<file path="config.mk">
export PLATFORM = sky130hd
export DESIGN_NAME = tx_cfg_status_regs
export DESIGN_NICKNAME = d
export VERILOG_FILES = /design/src/hdl/training_scheduler.v /design/src/hdl/tx_cfg_status_regs.v
export VERILOG_INCLUDE_DIRS = /design/src /design/src/include
export SDC_FILE = /design/constraint.sdc
export NUM_CORES = 1
export LEC_CHECK = 0
export BUFFER_PORTS_ARGS = -buffer_cell sky130_fd_sc_hd__buf_2
export CAP_MARGIN = 20
export CORE_MARGIN = 5
export CORE_UTILIZATION = 45
export DETAILED_ROUTE_END_ITERATION = 10
export GPL_TIMING_DRIVEN = 0
export PLACE_DENSITY = 0.65
export SKIP_LAST_GASP = 1
export SLEW_MARGIN = 20
export SYNTH_ARGS = -nofsm -noshare
export SYNTH_HDL_FRONTEND = slang
export SYNTH_SLANG_ARGS = --single-unit
</file>
<file path="constraint.sdc">
create_clock -name MCLK -period 6.1 [get_ports MCLK]
set_input_delay 0.915 -clock MCLK [delete_from_list [all_inputs] [get_ports MCLK]]
set_output_delay 0.915 -clock MCLK [all_outputs]
set_load 0.03 [all_outputs]
</file>
<file path="src/include/tx_cfg_status_defines.vh">
// register offsets, field positions and reset values for the transmit
// configuration and receive status register slice; definitions only
`ifndef TX_CFG_STATUS_DEFINES_VH
`define TX_CFG_STATUS_DEFINES_VH

// address width of the register port
`define ADDR_W 20
`define DATA_W 8

// read-clear status registers, except the write-one-clear interrupt status
`define A_RX_PARITY_ERR_CNT 20'h3_090A
`define A_STAT_FRAMING_ERR_CNT 20'h3_090B
`define A_RX_OVF_BANK0 20'h3_090C
`define A_RX_OVF_BANK1 20'h3_090D
`define A_RX_OVF_BANK2 20'h3_090E
`define A_RX_OVF_BANK3 20'h3_090F
`define A_RX_UNF_BANK0 20'h3_0918
`define A_RX_UNF_BANK1 20'h3_0919
`define A_RX_UNF_BANK2 20'h3_091A
`define A_RX_UNF_BANK3 20'h3_091B
`define A_CORE_EVENT_FLAGS 20'h3_091C
`define A_TX_BANK_FLAGS 20'h3_0950
`define A_IRQ_STATUS 20'h3_0951

// read/write configuration registers
`define A_STARVING_UPPER 20'h3_0931
`define A_STARVING_LOWER 20'h3_0932
`define A_HUNGRY_UPPER 20'h3_0933
`define A_HUNGRY_LOWER 20'h3_0934
`define A_TRAIN_INT_B3 20'h3_0935
`define A_TRAIN_INT_B2 20'h3_0936
`define A_TRAIN_INT_B1 20'h3_0937
`define A_TRAIN_INT_B0 20'h3_0940
`define A_TRAIN_REP_UPPER 20'h3_0941
`define A_TRAIN_REP_LOWER 20'h3_0942
`define A_TX_BANK_FAULT_EN 20'h3_0943
`define A_STATUS_ALIGN_TH 20'h3_0944
`define A_TX_FIFO_WMARKS 20'h3_0945
`define A_RX_BANK_FAULT_EN 20'h3_0912
`define A_CORE_EVENT_EN 20'h3_0913
`define A_IRQ_MASK 20'h3_0952

// configuration array indices
`define CFG_N 16
`define CFG_IDX_W 4
`define I_STARVING_UPPER 4'h0
`define I_STARVING_LOWER 4'h1
`define I_HUNGRY_UPPER 4'h2
`define I_HUNGRY_LOWER 4'h3
`define I_TRAIN_INT_B3 4'h4
`define I_TRAIN_INT_B2 4'h5
`define I_TRAIN_INT_B1 4'h6
`define I_TRAIN_INT_B0 4'h7
`define I_TRAIN_REP_UPPER 4'h8
`define I_TRAIN_REP_LOWER 4'h9
`define I_TX_BANK_FAULT_EN 4'hA
`define I_STATUS_ALIGN_TH 4'hB
`define I_TX_FIFO_WMARKS 4'hC
`define I_RX_BANK_FAULT_EN 4'hD
`define I_CORE_EVENT_EN 4'hE
`define I_IRQ_MASK 4'hF

// writable bit masks; all other bits are reserved and read as zero
`define M_FULL 8'hFF
`define M_UPPER2 8'h03
`define M_ALIGN_TH 8'h07
`define M_CORE_EVENT_EN 8'h01
`define M_IRQ_MASK 8'h7F
`define RESET_BYTE 8'h00

// field positions (bit 0 is the least significant bit)
`define F_UPPER2 1:0
`define F_ALIGN_TH 2:0
`define F_LOW_WMARK 7:5
`define F_HIGH_WMARK 4:0
`define F_OVF_EN_MSB 7
`define F_UNF_EN_MSB 3
`define F_FRAME_LOSS 0

// banks and fifos
`define BANKS 4
`define FIFOS_PER_BANK 8
`define RX_FLAGS_W 32

// counters
`define CNT_MAX 8'hFF
`define CNT_ONE 8'h01
`define CNT_ZERO 8'h00
`define ALIGN_CNT_W 3
`define ALIGN_TH_MIN 3'h1

// interrupt status bits
`define IRQ_W 7
`define IRQ_PARITY_ERR 0
`define IRQ_FRAMING_ERR 1
`define IRQ_RX_OVF 2
`define IRQ_RX_UNF 3
`define IRQ_TX_OVF 4
`define IRQ_TX_UNF 5
`define IRQ_FRAME_LOSS 6

// training scheduler widths
`define TRAIN_INT_W 32
`define TRAIN_REP_W 16

`endif

</file>
<file path="src/hdl/training_scheduler.v">
// training sequence scheduler: raises a request once per interval, repeated
// a programmed number of times; assumes the transmitter pulses sent per sequence
`timescale 1ns/1ps
`include "tx_cfg_status_defines.vh"

module training_scheduler (
  // clock and reset
  input wire clk,
  input wire rst,
  // programmed values
  input wire [`TRAIN_INT_W-1:0] interval,
  input wire [`TRAIN_REP_W-1:0] repeat_count,
  // transmitter handshake
  input wire sent,
  output wire req
);

  reg [`TRAIN_INT_W-1:0] cycle_q;
  reg [`TRAIN_INT_W-1:0] cycle_d;
  reg [`TRAIN_REP_W-1:0] remain_q;
  reg [`TRAIN_REP_W-1:0] remain_d;
  reg req_q;
  reg req_d;
  wire [`TRAIN_INT_W-1:0] cycle_inc;

  assign cycle_inc = cycle_q + {{(`TRAIN_INT_W-1){1'b0}}, 1'b1};
  assign req = req_q;

  always @* begin
    cycle_d = cycle_q;
    remain_d = remain_q;
    if (interval == {`TRAIN_INT_W{1'b0}}) begin
      // zero interval: no training is ever inserted
      cycle_d = {`TRAIN_INT_W{1'b0}};
      remain_d = {`TRAIN_REP_W{1'b0}};
    end else if (remain_q != {`TRAIN_REP_W{1'b0}}) begin
      if (sent) begin
        remain_d = remain_q - {{(`TRAIN_REP_W-1){1'b0}}, 1'b1};
      end
    end else if (cycle_inc >= interval) begin
      cycle_d = {`TRAIN_INT_W{1'b0}};
      remain_d = repeat_count;
    end else begin
      cycle_d = cycle_inc;
    end
    req_d = (remain_d != {`TRAIN_REP_W{1'b0}});
  end

  always @(posedge clk) begin
    if (rst) begin
      cycle_q <= {`TRAIN_INT_W{1'b0}};
      remain_q <= {`TRAIN_REP_W{1'b0}};
      req_q <= 1'b0;
    end else begin
      cycle_q <= cycle_d;
      remain_q <= remain_d;
      req_q <= req_d;
    end
  end

endmodule // training_scheduler

</file>
<file path="src/hdl/tx_cfg_status_regs.v">
// transmit configuration and receive status register slice of one
// packet-interface core; assumes event inputs are one-cycle pulses on MCLK
//
// Overview of operation
// - holds a 10-bit starving-port burst limit, 2 upper plus 8 lower bits
// - holds a 10-bit hungry-port burst limit, 2 upper plus 8 lower bits
// - training interval is 32 bits from four bytes, first byte most significant
// - a zero training interval means no training sequences at all
// - training is repeated a 16-bit count per interval, first byte upper
// - per-bank enables gate transmit bank overflow flags and interrupts
// - per-bank enables gate transmit bank underflow flags and interrupts
// - 3-bit threshold of consecutive bad/good status codewords loses/regains alignment
// - 3-bit input fifo low watermark applies only in minimum-burst operation
// - 5-bit async fifo high watermark declares TX_AFIFO_FULL when the fifo level is at or above it
// - 8-bit receive parity error count saturates at 255, clears on read
// - 8-bit status framing error count holds at 255, clears on read
// - eight overflow flags per receive bank, bank-enabled, read-clear, re-set if persisting
// - eight underflow flags per receive bank, bank-enabled, read-clear, re-set if persisting
// - frame loss flag sets on alignment loss only while its enable is set
`timescale 1ns/1ps
`include "tx_cfg_status_defines.vh"

module tx_cfg_status_regs (
  // clock and reset
  input wire MCLK,
  input wire RST,
  // register port
  input wire [`ADDR_W-1:0] ADDR,
  input wire [`DATA_W-1:0] WDATA,
  input wire WR,
  input wire RD,
  output wire [`DATA_W-1:0] RDATA,
  // core events
  input wire RX_PARITY_ERR,
  input wire STAT_FRAMING_ERR,
  input wire STAT_CODEWORD_GOOD,
  input wire STAT_CODEWORD_BAD,
  input wire [`RX_FLAGS_W-1:0] RX_OVF_EVT,
  input wire [`RX_FLAGS_W-1:0] RX_UNF_EVT,
  input wire [`BANKS-1:0] TX_OVF_EVT,
  input wire [`BANKS-1:0] TX_UNF_EVT,
  // transmit data path
  input wire MIN_BURST_MODE,
  input wire [4:0] TX_AFIFO_LEVEL,
  input wire TRAIN_SENT,
  output wire TRAIN_REQ,
  output wire TX_AFIFO_FULL,
  output wire [2:0] LOW_WMARK,
  output wire [9:0] STARVING_LIMIT,
  output wire [9:0] HUNGRY_LIMIT,
  // status
  output wire STATUS_ALIGNED,
  output wire IRQ
);

  // configuration decode: {hit, index}
  function [`CFG_IDX_W:0] cfg_decode;
    input [`ADDR_W-1:0] a;
    begin
      case (a)
        `A_STARVING_UPPER: cfg_decode = {1'b1, `I_STARVING_UPPER};
        `A_STARVING_LOWER: cfg_decode = {1'b1, `I_STARVING_LOWER};
        `A_HUNGRY_UPPER: cfg_decode = {1'b1, `I_HUNGRY_UPPER};
        `A_HUNGRY_LOWER: cfg_decode = {1'b1, `I_HUNGRY_LOWER};
        `A_TRAIN_INT_B3: cfg_decode = {1'b1, `I_TRAIN_INT_B3};
        `A_TRAIN_INT_B2: cfg_decode = {1'b1, `I_TRAIN_INT_B2};
        `A_TRAIN_INT_B1: cfg_decode = {1'b1, `I_TRAIN_INT_B1};
        `A_TRAIN_INT_B0: cfg_decode = {1'b1, `I_TRAIN_INT_B0};
        `A_TRAIN_REP_UPPER: cfg_decode = {1'b1, `I_TRAIN_REP_UPPER};
        `A_TRAIN_REP_LOWER: cfg_decode = {1'b1, `I_TRAIN_REP_LOWER};
        `A_TX_BANK_FAULT_EN: cfg_decode = {1'b1, `I_TX_BANK_FAULT_EN};
        `A_STATUS_ALIGN_TH: cfg_decode = {1'b1, `I_STATUS_ALIGN_TH};
        `A_TX_FIFO_WMARKS: cfg_decode = {1'b1, `I_TX_FIFO_WMARKS};
        `A_RX_BANK_FAULT_EN: cfg_decode = {1'b1, `I_RX_BANK_FAULT_EN};
        `A_CORE_EVENT_EN: cfg_decode = {1'b1, `I_CORE_EVENT_EN};
        `A_IRQ_MASK: cfg_decode = {1'b1, `I_IRQ_MASK};
        default: cfg_decode = {1'b0, `I_STARVING_UPPER};
      endcase
    end
  endfunction

  // writable bits of each configuration register
  function [`DATA_W-1:0] cfg_mask;
    input [`CFG_IDX_W-1:0] i;
    begin
      case (i)
        `I_STARVING_UPPER: cfg_mask = `M_UPPER2;
        `I_HUNGRY_UPPER: cfg_mask = `M_UPPER2;
        `I_STATUS_ALIGN_TH: cfg_mask = `M_ALIGN_TH;
        `I_CORE_EVENT_EN: cfg_mask = `M_CORE_EVENT_EN;
        `I_IRQ_MASK: cfg_mask = `M_IRQ_MASK;
        default: cfg_mask = `M_FULL;
      endcase
    end
  endfunction

  // saturating count step with read clear; an event in the read cycle is kept
  function [`DATA_W-1:0] count_next;
    input [`DATA_W-1:0] cnt;
    input ev;
    input clr;
    begin
      if (clr) begin
        count_next = ev ? `CNT_ONE : `CNT_ZERO;
      end else if (ev && cnt != `CNT_MAX) begin
        count_next = cnt + `CNT_ONE;
      end else begin
        count_next = cnt;
      end
    end
  endfunction

  reg [`DATA_W-1:0] cfg_q [0:`CFG_N-1];
  reg [`DATA_W-1:0] cnt_q [0:1];
  reg [`RX_FLAGS_W-1:0] rx_ovf_q;
  reg [`RX_FLAGS_W-1:0] rx_unf_q;
  reg [`DATA_W-1:0] tx_flags_q;
  reg frame_loss_q;
  reg [`IRQ_W-1:0] irq_stat_q;
  reg [`IRQ_W-1:0] irq_stat_d;
  reg irq_q;
  reg [`DATA_W-1:0] rdata_q;
  reg [`DATA_W-1:0] rdata_d;
  reg aligned_q;
  reg aligned_d;
  reg [`ALIGN_CNT_W-1:0] bad_run_q;
  reg [`ALIGN_CNT_W-1:0] bad_run_d;
  reg [`ALIGN_CNT_W-1:0] good_run_q;
  reg [`ALIGN_CNT_W-1:0] good_run_d;
  reg loss_evt;
  reg afifo_full_q;
  reg [2:0] low_wmark_q;
  reg [`CFG_IDX_W:0] dec;
  integer k;

  wire [`BANKS-1:0] rx_ovf_en;
  wire [`BANKS-1:0] rx_unf_en;
  wire [`BANKS-1:0] tx_ovf_en;
  wire [`BANKS-1:0] tx_unf_en;
  wire [`RX_FLAGS_W-1:0] rx_ovf_set;
  wire [`RX_FLAGS_W-1:0] rx_unf_set;
  wire [`RX_FLAGS_W-1:0] rx_ovf_clr;
  wire [`RX_FLAGS_W-1:0] rx_unf_clr;
  wire [`RX_FLAGS_W-1:0] rx_ovf_d;
  wire [`RX_FLAGS_W-1:0] rx_unf_d;
  wire [`DATA_W-1:0] tx_flags_set;
  wire [`DATA_W-1:0] tx_flags_d;
  wire [`ALIGN_CNT_W-1:0] align_th;
  wire frame_loss_d;
  wire rd_tx_flags;
  wire rd_core_flags;
  wire [1:0] cnt_ev;
  wire [1:0] cnt_clr;
  wire [3:0] rd_ovf_bank;
  wire [3:0] rd_unf_bank;

  // per-bank enables and flag banks
  genvar b;
  generate
    for (b = 0; b < `BANKS; b = b + 1) begin : g_bank
      assign rx_ovf_en[b] = cfg_q[`I_RX_BANK_FAULT_EN][`F_OVF_EN_MSB-b];
      assign rx_unf_en[b] = cfg_q[`I_RX_BANK_FAULT_EN][`F_UNF_EN_MSB-b];
      assign tx_ovf_en[b] = cfg_q[`I_TX_BANK_FAULT_EN][`F_OVF_EN_MSB-b];
      assign tx_unf_en[b] = cfg_q[`I_TX_BANK_FAULT_EN][`F_UNF_EN_MSB-b];
      assign rx_ovf_set[b*`FIFOS_PER_BANK +: `FIFOS_PER_BANK] =
        RX_OVF_EVT[b*`FIFOS_PER_BANK +: `FIFOS_PER_BANK] & {`FIFOS_PER_BANK{rx_ovf_en[b]}};
      assign rx_unf_set[b*`FIFOS_PER_BANK +: `FIFOS_PER_BANK] =
        RX_UNF_EVT[b*`FIFOS_PER_BANK +: `FIFOS_PER_BANK] & {`FIFOS_PER_BANK{rx_unf_en[b]}};
      assign rx_ovf_clr[b*`FIFOS_PER_BANK +: `FIFOS_PER_BANK] = {`FIFOS_PER_BANK{rd_ovf_bank[b]}};
      assign rx_unf_clr[b*`FIFOS_PER_BANK +: `FIFOS_PER_BANK] = {`FIFOS_PER_BANK{rd_unf_bank[b]}};
      assign tx_flags_set[`F_OVF_EN_MSB-b] = TX_OVF_EVT[b] & tx_ovf_en[b];
      assign tx_flags_set[`F_UNF_EN_MSB-b] = TX_UNF_EVT[b] & tx_unf_en[b];
    end
  endgenerate

  assign rd_ovf_bank = {RD && ADDR == `A_RX_OVF_BANK3, RD && ADDR == `A_RX_OVF_BANK2,
                        RD && ADDR == `A_RX_OVF_BANK1, RD && ADDR == `A_RX_OVF_BANK0};
  assign rd_unf_bank = {RD && ADDR == `A_RX_UNF_BANK3, RD && ADDR == `A_RX_UNF_BANK2,
                        RD && ADDR == `A_RX_UNF_BANK1, RD && ADDR == `A_RX_UNF_BANK0};
  assign rd_tx_flags = RD && ADDR == `A_TX_BANK_FLAGS;
  assign rd_core_flags = RD && ADDR == `A_CORE_EVENT_FLAGS;

  // read clears, but a set in the same cycle wins
  assign rx_ovf_d = (rx_ovf_q & ~rx_ovf_clr) | rx_ovf_set;
  assign rx_unf_d = (rx_unf_q & ~rx_unf_clr) | rx_unf_set;
  assign tx_flags_d = (tx_flags_q & ~{`DATA_W{rd_tx_flags}}) | tx_flags_set;
  assign frame_loss_d = (frame_loss_q & ~rd_core_flags) |
                        (loss_evt & cfg_q[`I_CORE_EVENT_EN][`F_FRAME_LOSS]);

  // error counters: 0 receive parity, 1 status framing
  assign cnt_ev = {STAT_FRAMING_ERR, RX_PARITY_ERR};
  assign cnt_clr = {RD && ADDR == `A_STAT_FRAMING_ERR_CNT, RD && ADDR == `A_RX_PARITY_ERR_CNT};

  // status alignment tracking; a zero threshold acts as one
  assign align_th = (cfg_q[`I_STATUS_ALIGN_TH][`F_ALIGN_TH] == {`ALIGN_CNT_W{1'b0}}) ?
                    `ALIGN_TH_MIN : cfg_q[`I_STATUS_ALIGN_TH][`F_ALIGN_TH];

  always @* begin
    aligned_d = aligned_q;
    bad_run_d = bad_run_q;
    good_run_d = good_run_q;
    loss_evt = 1'b0;
    if (STAT_CODEWORD_BAD) begin
      good_run_d = {`ALIGN_CNT_W{1'b0}};
      if (aligned_q) begin
        if ({1'b0, bad_run_q} + 4'h1 >= {1'b0, align_th}) begin
          aligned_d = 1'b0;
          loss_evt = 1'b1;
          bad_run_d = {`ALIGN_CNT_W{1'b0}};
        end else begin
          bad_run_d = bad_run_q + 3'h1;
        end
      end
    end else if (STAT_CODEWORD_GOOD) begin
      bad_run_d = {`ALIGN_CNT_W{1'b0}};
      if (!aligned_q) begin
        if ({1'b0, good_run_q} + 4'h1 >= {1'b0, align_th}) begin
          aligned_d = 1'b1;
          good_run_d = {`ALIGN_CNT_W{1'b0}};
        end else begin
          good_run_d = good_run_q + 3'h1;
        end
      end
    end
  end

  // interrupt status: write one clears, a new event wins
  always @* begin
    irq_stat_d = irq_stat_q;
    if (WR && ADDR == `A_IRQ_STATUS) begin
      irq_stat_d = irq_stat_q & ~WDATA[`IRQ_W-1:0];
    end
    irq_stat_d[`IRQ_PARITY_ERR] = irq_stat_d[`IRQ_PARITY_ERR] | RX_PARITY_ERR;
    irq_stat_d[`IRQ_FRAMING_ERR] = irq_stat_d[`IRQ_FRAMING_ERR] | STAT_FRAMING_ERR;
    irq_stat_d[`IRQ_RX_OVF] = irq_stat_d[`IRQ_RX_OVF] | (|rx_ovf_set);
    irq_stat_d[`IRQ_RX_UNF] = irq_stat_d[`IRQ_RX_UNF] | (|rx_unf_set);
    irq_stat_d[`IRQ_TX_OVF] = irq_stat_d[`IRQ_TX_OVF] | (|(TX_OVF_EVT & tx_ovf_en));
    irq_stat_d[`IRQ_TX_UNF] = irq_stat_d[`IRQ_TX_UNF] | (|(TX_UNF_EVT & tx_unf_en));
    irq_stat_d[`IRQ_FRAME_LOSS] = irq_stat_d[`IRQ_FRAME_LOSS] |
                                  (loss_evt & cfg_q[`I_CORE_EVENT_EN][`F_FRAME_LOSS]);
  end

  // read data mux; reserved bits and unmapped addresses read zero
  always @* begin
    dec = cfg_decode(ADDR);
    rdata_d = `RESET_BYTE;
    if (RD) begin
      if (dec[`CFG_IDX_W]) begin
        rdata_d = cfg_q[dec[`CFG_IDX_W-1:0]] & cfg_mask(dec[`CFG_IDX_W-1:0]);
      end else begin
        case (ADDR)
          `A_RX_PARITY_ERR_CNT: rdata_d = cnt_q[0];
          `A_STAT_FRAMING_ERR_CNT: rdata_d = cnt_q[1];
          `A_RX_OVF_BANK0: rdata_d = rx_ovf_q[7:0];
          `A_RX_OVF_BANK1: rdata_d = rx_ovf_q[15:8];
          `A_RX_OVF_BANK2: rdata_d = rx_ovf_q[23:16];
          `A_RX_OVF_BANK3: rdata_d = rx_ovf_q[31:24];
          `A_RX_UNF_BANK0: rdata_d = rx_unf_q[7:0];
          `A_RX_UNF_BANK1: rdata_d = rx_unf_q[15:8];
          `A_RX_UNF_BANK2: rdata_d = rx_unf_q[23:16];
          `A_RX_UNF_BANK3: rdata_d = rx_unf_q[31:24];
          `A_CORE_EVENT_FLAGS: rdata_d = {7'h00, frame_loss_q};
          `A_TX_BANK_FLAGS: rdata_d = tx_flags_q;
          `A_IRQ_STATUS: rdata_d = {1'b0, irq_stat_q};
          default: rdata_d = `RESET_BYTE;
        endcase
      end
    end
  end

  always @(posedge MCLK) begin
    if (RST) begin
      for (k = 0; k < `CFG_N; k = k + 1) begin
        cfg_q[k] <= `RESET_BYTE;
      end
      cnt_q[0] <= `CNT_ZERO;
      cnt_q[1] <= `CNT_ZERO;
      rx_ovf_q <= {`RX_FLAGS_W{1'b0}};
      rx_unf_q <= {`RX_FLAGS_W{1'b0}};
      tx_flags_q <= `RESET_BYTE;
      frame_loss_q <= 1'b0;
      irq_stat_q <= {`IRQ_W{1'b0}};
      irq_q <= 1'b0;
      rdata_q <= `RESET_BYTE;
      aligned_q <= 1'b0;
      bad_run_q <= {`ALIGN_CNT_W{1'b0}};
      good_run_q <= {`ALIGN_CNT_W{1'b0}};
      afifo_full_q <= 1'b0;
      low_wmark_q <= 3'h0;
    end else begin
      if (WR && dec[`CFG_IDX_W]) begin
        cfg_q[dec[`CFG_IDX_W-1:0]] <= WDATA & cfg_mask(dec[`CFG_IDX_W-1:0]);
      end
      cnt_q[0] <= count_next(cnt_q[0], cnt_ev[0], cnt_clr[0]);
      cnt_q[1] <= count_next(cnt_q[1], cnt_ev[1], cnt_clr[1]);
      rx_ovf_q <= rx_ovf_d;
      rx_unf_q <= rx_unf_d;
      tx_flags_q <= tx_flags_d;
      frame_loss_q <= frame_loss_d;
      irq_stat_q <= irq_stat_d;
      irq_q <= |(irq_stat_d & cfg_q[`I_IRQ_MASK][`IRQ_W-1:0]);
      rdata_q <= rdata_d;
      aligned_q <= aligned_d;
      bad_run_q <= bad_run_d;
      good_run_q <= good_run_d;
      afifo_full_q <= TX_AFIFO_LEVEL >= cfg_q[`I_TX_FIFO_WMARKS][`F_HIGH_WMARK];
      low_wmark_q <= MIN_BURST_MODE ? cfg_q[`I_TX_FIFO_WMARKS][`F_LOW_WMARK] : 3'h0;
    end
  end

  // training sequence insertion
  training_scheduler u_train (
    .clk(MCLK),
    .rst(RST),
    .interval({cfg_q[`I_TRAIN_INT_B3], cfg_q[`I_TRAIN_INT_B2],
               cfg_q[`I_TRAIN_INT_B1], cfg_q[`I_TRAIN_INT_B0]}),
    .repeat_count({cfg_q[`I_TRAIN_REP_UPPER], cfg_q[`I_TRAIN_REP_LOWER]}),
    .sent(TRAIN_SENT),
    .req(TRAIN_REQ)
  );

  // outputs
  assign STARVING_LIMIT = {cfg_q[`I_STARVING_UPPER][`F_UPPER2], cfg_q[`I_STARVING_LOWER]};
  assign HUNGRY_LIMIT = {cfg_q[`I_HUNGRY_UPPER][`F_UPPER2], cfg_q[`I_HUNGRY_LOWER]};
  assign TX_AFIFO_FULL = afifo_full_q;
  assign LOW_WMARK = low_wmark_q;
  assign STATUS_ALIGNED = aligned_q;
  assign IRQ = irq_q;
  assign RDATA = rdata_q;

endmodule // tx_cfg_status_regs

</file>
---- Yosys cells after proc, flatten, opt, wreduce, memory -nomap -nowiden ----
Memories as Yosys holds them, arrays and structs flattened.
Index checks and enable logic that the tools add are counted.
word-level totals
  bits in registers ....................... 149
  input port bits ......................... 115
  memories ................................ 2
  word-level logic and storage cells ...... 196
  bits in writable memories ............... 144
operators by class
  order comparisons ....................... 4
  equal/unequal tests ..................... 36
  multiplexer cells ....................... 48
  bitwise logic cells ..................... 48
  reduce and logical (&&, ||, !) cells .... 35
  add/subtract/negate cells ............... 8
memories
  memory  words  width  rd ports  clocked after Yosys merged registers in  write ports  RTL line                  source
  cfg_q   16     8      17        0                                        16           tx_cfg_status_regs.v:113  reg [`DATA_W-1:0] cfg_q [0:`CFG_N-1];
  cnt_q   2      8      2         0                                        2            tx_cfg_status_regs.v:114  reg [`DATA_W-1:0] cnt_q [0:1];
operator list
  kind                                                                  count
  20-bit by 18-bit == test with 1-bit output, second input constant     29
  8-bit two-way mux                                                     14
  8-bit case mux with 13 select lines                                   1
  8-bit bitwise AND                                                     11
  5-bit case mux with 16 select lines                                   1
  32-bit bitwise AND                                                    2
  16-bit two-way mux                                                    4
  32-bit NOT                                                            2
  32-bit bitwise OR                                                     2
  32-bit OR reduction                                                   2
  32-bit by 1-bit adder with 32-bit output, second input constant       1
  32-bit >= comparator                                                  1
  32-bit zero test                                                      1
  32-bit two-way mux                                                    1
  8-bit case mux with 4 select lines                                    1
  16-bit nonzero test                                                   2
  1-bit two-way mux                                                     18
  3-bit two-way mux                                                     6
  8-bit by 1-bit adder with 8-bit output, second input constant         2
  1-bit logical AND                                                     16
  8-bit inequality test, second input constant                          2
  16-bit by 1-bit subtractor with 16-bit output, second input constant  1
  7-bit bitwise AND                                                     2
  4-bit == test, second input constant                                  3
  23 further kinds                                                      54

---- Depth between registers and ports, before layout ----
An unclocked memory read counts as a cell.
  depth in word-level cells ............... 11
  gate-level depth with buffers ........... 19
  mapped depth without buffers ............ 18

---- Modules after synthesis ----
From an unflattened synthesis, not the netlist that was laid out.
unflattened totals
  cells, all modules ...................... 1589
  area total of the unflattened synthesis .. 14993.1 sq um
modules (own cells, without submodules)
  module              times used  cells each  sequential area each (sq um)  area each (sq um)
  tx_cfg_status_regs  1           1105        5895.7                        11283.3
  training_scheduler  1           484         980.9                         3709.8

---- Worst setup path after synthesis ----
No wires, ideal clock.
  kind .................................... reg-to-reg
  start point ............................. reg u_train.cycle_q[0]
  end point ............................... reg u_train.cycle_q[1]
  setup slack ............................. 1752 ps
  path buffers ............................ 2
  cell stages (with the launch flop) ...... 19
  clock period less this slack ............ 4348 ps
  data arrival time ....................... 4220 ps
  data required time ...................... 5972 ps
  path through ............................ dfxtp_1 > ha_1 > nand3_1 > nor4_1 > nand3_1 > or2_2 > nor2_1 > and3_1 > xor2_1 > ha_1 > nand4_1 > nor4_1 > nand3_1 > o21ai_1 > clkbuf_1 > clkbuf_1 > nor2_1 > a21oi_1 > nor2_1
between the ends
  longest elaborated chain between the ends .. 3
ends and longest elaborated chain
  what                                          RTL line                 source
  start: declaration                            training_scheduler.v:18  reg [`TRAIN_INT_W-1:0] cycle_q;
  start signal: assignment                      training_scheduler.v:51  cycle_q <= {`TRAIN_INT_W{1'b0}};
  start signal: assignment                      training_scheduler.v:55  cycle_q <= cycle_d;
  32-bit by 1-bit adder with 32-bit output (*)  training_scheduler.v:26  assign cycle_inc = cycle_q + {{(`TRAIN_INT_W-1){1'b0}}, 1'b1};
  32-bit >= comparator                          training_scheduler.v:40  end else if (cycle_inc >= interval) begin
  32-bit two-way mux (*)                        training_scheduler.v:40
Every way passes the cells marked *; elsewhere a longest branch is shown, timed or not.
A chain may end at the register's enable or synchronous reset.

---- Worst setup path after layout ----
  start point ............................. reg u_train.cycle_q[0]
  end point ............................... reg u_train.remain_q[3]
between the ends
  longest elaborated chain between the ends .. 5
ends and longest elaborated chain
  what                                      RTL line                 source
  32-bit by 1-bit adder with 32-bit output  training_scheduler.v:26
  32-bit >= comparator                      training_scheduler.v:40
  16-bit two-way mux                        training_scheduler.v:40
  16-bit two-way mux                        training_scheduler.v:36  end else if (remain_q != {`TRAIN_REP_W{1'b0}}) begin
  16-bit two-way mux                        training_scheduler.v:32  if (interval == {`TRAIN_INT_W{1'b0}}) begin
  end signal: assignment                    training_scheduler.v:52  remain_q <= {`TRAIN_REP_W{1'b0}};
  end signal: assignment                    training_scheduler.v:56  remain_q <= remain_d;
  end: declaration                          training_scheduler.v:20  reg [`TRAIN_REP_W-1:0] remain_q;
No other way between the ends.

==> impl_metrics.toml <==
[critical_path]
path_common_cell = "nand3_1"
r2r_cells = 17
startpoint = "u_train.cycle_q[0]"
worstPathRequired_ps = 6530
critPathArrivalTime_ps = 5990
cp-end-kind = "flop"
cp_slowest_cell = "nor4_2"
startpoint_type = "flop"
cp.depth = 17
path_cells = "ha_1 -> nand3_1 -> nor4_2 -> nand3_1 -> or2_2 -> nor2_1 -> and3_1 -> xor2_1 -> ha_1 -> nand4_1 -> nor4_1 -> nand3_1 -> o21ai_2 -> clkbuf_1 -> clkbuf_1 -> nand3_1 -> a21oi_1"
path_class = "reg2reg"
cpPeakStageDelay_ps = 610
reg2reg_from = "u_train.cycle_q[0]"
path_max_fanout = 10
path_delay_family = "simple AND/OR/NAND/NOR gates"
ff2ff_setup_slack_ps = 540
critPathBufInv = 2

[floorplan]
rows = 67
die_x_um = 193
die_area_sq_um = 37300
die_height_um = 193
top_level_ports = 150
initial_core_util_pct = 45.3
core_area_sq_um = 33400

[placement]
dp_hpwl_mm = 38.2
numPortBuffers = 144
dp.cells = 2248
pre_cts_ws_ps = 125
place_congestion = 0.967

[pwr]
p_comb_share_pct = 8.0
leakage_nw = 6.70
p_switching_mw = 1.13
p_int_mw = 3.42
switching_share_pct = 24.7
clock_power_share_pct = 43.7
powerDensity_nw_per_um2 = 259
seqPwrFrac_pct = 48.3
vdd_drop_max_mv = 0.214

[final_layout]
drive_above_1_share_pct = 14.0
multi_input_area_sq_um = 7530
seq_area_sq_um = 7120
finalNonFillerCells = 2313
nets = 2002
num-fill-cells = 3172
area_growth_pct = 16.3

[routing]
met2_length_mm = 23.7
drt_wl_total_mm = 50.9
vias = 13678
post-route-drc-count = 0
wl_met1_mm = 21.3
ant_nets = 0
drt_iter0_drc = 1402
top_layer = "met5"
met3WireLength_mm = 4.01
viasPerCell = 5.91
first_pass_iters = 6
wire_per_inst_um = 22.0

[sta]
setup_viol = 0
final.min_clock_period_ps = 5560
finClkSkew_ps = 28.8
rsz0062_at_grt = "no"
fmax_mhz = 180
worstMarginPinSlew_ps = 1000
fin_setup_tns_ps = 0
hold_violations = 0
postLayoutSetupSlackWorst_ps = 545
slew_headroom_pct = 32.7
fin_crit_sh_pct = 91.1
slew_viol_final = 0

[synthesis]
synth.avg_cell_area_sq_um = 9.25
synth_cell_types = 88
ys_seq_area_share_pct = 47.1
synth_area_sq_um = 15100
synth_cells = 1633
ys_async_sr_fraction_pct = 0
synth_ff_type = "dfxtp_1"
ys_warn_count = 0
synth-edff-count = 127
ys_seq_elements = 292

[global_routing]
track_usage_pct = 26.0
grt_pass1_wl_mm = 76.9
grt_antenna_before_repair = 2
grt_pass1_vias = 13015
grt_max_degree = 14
globalRouteOverflowTotal = 0

[worst_hold_path]
hold_class = "reg2reg"
hp-start = "tx_flags_q[4]"
whs_path_depth = 2

[clock_tree]
cts_tree = "yes"
cts_hold_buf = 0
cts_buffers = 35
htree_levels = 2
cts_sinks = 292
path_clk_slew_ps = 60
clock_path_buffers = 3
cts_root_buffer = "clkbuf_16"
insertion_delay_ps = 530

[job]
maxCapViolations = 0

[outcome]
status = "complete, no violations"
[Yosys cell counts (9+ instances only)]
| library cell | count | share of area, % |
|---|---|---|
| nor2_1 | 264 | 6.6 |
| nand2_1 | 180 | 4.5 |
| dfxtp_1 | 165 | 22 |
| edfxtp_1 | 127 | 25 |
| a22oi_1 | 94 | 4.7 |
| a21oi_1 | 92 | 3.0 |
| clkbuf_1 | 65 | 1.6 |
| nand3_1 | 57 | 1.9 |
| inv_1 | 52 | 1.3 |
| ha_1 | 50 | 4.1 |
| o21ai_0 | 38 | 1.3 |
| nand2b_1 | 33 | 1.4 |
| nor4_1 | 33 | 1.4 |
| nor3_1 | 31 | 1.0 |
| xor2_1 | 31 | 1.8 |
| xnor2_1 | 28 | 1.6 |
| mux2i_1 | 22 | 1.5 |
| nand4_1 | 22 | 0.91 |
| nor2b_1 | 16 | 0.66 |
| nand3b_1 | 15 | 0.75 |
| and3_1 | 14 | 0.58 |
| mux4_2 | 12 | 1.8 |
| o22ai_1 | 11 | 0.46 |
| and2_1 | 9 | 0.37 |
| or2_2 | 9 | 0.37 |
[per-stage QoR]
| step | power [mW] | util, % | hold WS, ps | cell area (sq um) |
|---|---|---|---|---|
| final | 4.55 | 52.7 | 463 | 17600 |
| after global routing | 4.70 | 52.7 | 482 | 17600 |
| after CTS | 4.56 | 52.6 | 462 | 17600 |
| after detailed placement | 2.59 | 49.4 | 454 | 16500 |
| after global placement | 2.59 | 49.4 | 448 | 16500 |
| after floorplan | 2.43 | - | 436 | 15200 |
[flip-flops by register name, summed over array words and instances, names as in the netlist, 3 cells and up]
| signal | count |
|---|---|
| LOW_WMARK | 3 |
| RDATA | 8 |
| bad_run_q | 3 |
| cfg_q | 127 |
| cnt_q | 16 |
| good_run_q | 3 |
| irq_stat_q | 7 |
| rx_ovf_q | 32 |
| rx_unf_q | 32 |
| tx_flags_q | 8 |
| u_train.cycle_q | 32 |
| u_train.remain_q | 16 |
[path summary, 6_finish.rpt]
check / end
worst max-delay path: u_train.remain_q[3]
worst min-delay path: tx_flags_q[4]
worst max register to register: u_train.remain_q[3]
worst min register to register: tx_flags_q[4]
[kinds of logic (layout without fill, tap and decap cells)]
| kind of cell | after synthesis | in the layout | share of synthesized area [%] |
|---|---|---|---|
| compound gates | 326 | 326 | 14.8 |
| xor+xnor | 59 | 59 | 3.42 |
| fa+ha+maj | 50 | 50 | 4.14 |
| buf+inv | 135 | 343 | 3.64 |
| flops | 292 | 292 | 47.1 |
| mux | 42 | 42 | 3.84 |
| other cells | 1 | 25 | 0.0248 |
| simple gates | 728 | 728 | 23.0 |
[power groups by stage]
stage | sequential (mW) | clock (mW) | combinational (mW)
CTS | 2.20 | 2.01 | 0.360
detailed placement | 2.24 | 0 | 0.358
global placement | 2.23 | 0 | 0.351
finish | 2.20 | 1.99 | 0.364
global route | 2.20 | 2.10 | 0.397
floorplan | 2.22 | 0 | 0.207
[layout make-up]
class / count / share of cell area [%]
clock inverters: 12 / 0.434
well taps: 448 / 3.19
inverters: 52 / 1.11
flip-flops and latches: 292 / 40.5
plain buffers: 83 / 2.02
repair buffers: 144 / 4.10
diodes: 1 / 0.0142
clock buffers: 52 / 5.75
multi-input cells: 1229 / 42.9
[placed cells by master, fill, tap and decap left out, types with 5 or more instances in the layout]
cell type	n
nor2_1	264
nand2_1	180
dfxtp_1	165
buf_2	152
edfxtp_1	127
a22oi_1	94
a21oi_1	92
clkbuf_1	76
nand3_1	57
inv_1	52
ha_1	50
o21ai_0	38
clkbuf_16	36
nand2b_1	33
nor4_1	32
xor2_1	31
nor3_1	31
xnor2_1	28
conb_1	24
nand4_1	22
mux2i_1	22
nor2b_1	16
nand3b_1	15
and3_1	14
mux4_2	12
o22ai_1	11
or2_2	9
and2_1	9
a31oi_1	8
mux2_2	8
or3_1	7
buf_4	7
a222oi_1	7
o211ai_1	7
or4_1	5
o221ai_1	5
a41oi_1	5
clkbuf_8	5
[routing by layer]
layer	up-vias	global-route usage, %
met1	6566	35.5
met4	2	9.49
met3	131	4.04
li1	6323	-
met5	-	0
met2	656	42.0
[repair_timing]
| action | 4_1_cts | 5_1_grt |
|---|---|---|
| endpoints found under the setup margin | 0 | 20 |
| setup buffers | 0 | 0 |
| resized for setup | 0 | 2 |
[worst min-delay path: stages, from the launching register on]
cell and delay (ps):
dfxtp_1 310, nand2_1 50, a21oi_1 50
Note: power is estimated with default switching activity, not from simulation.
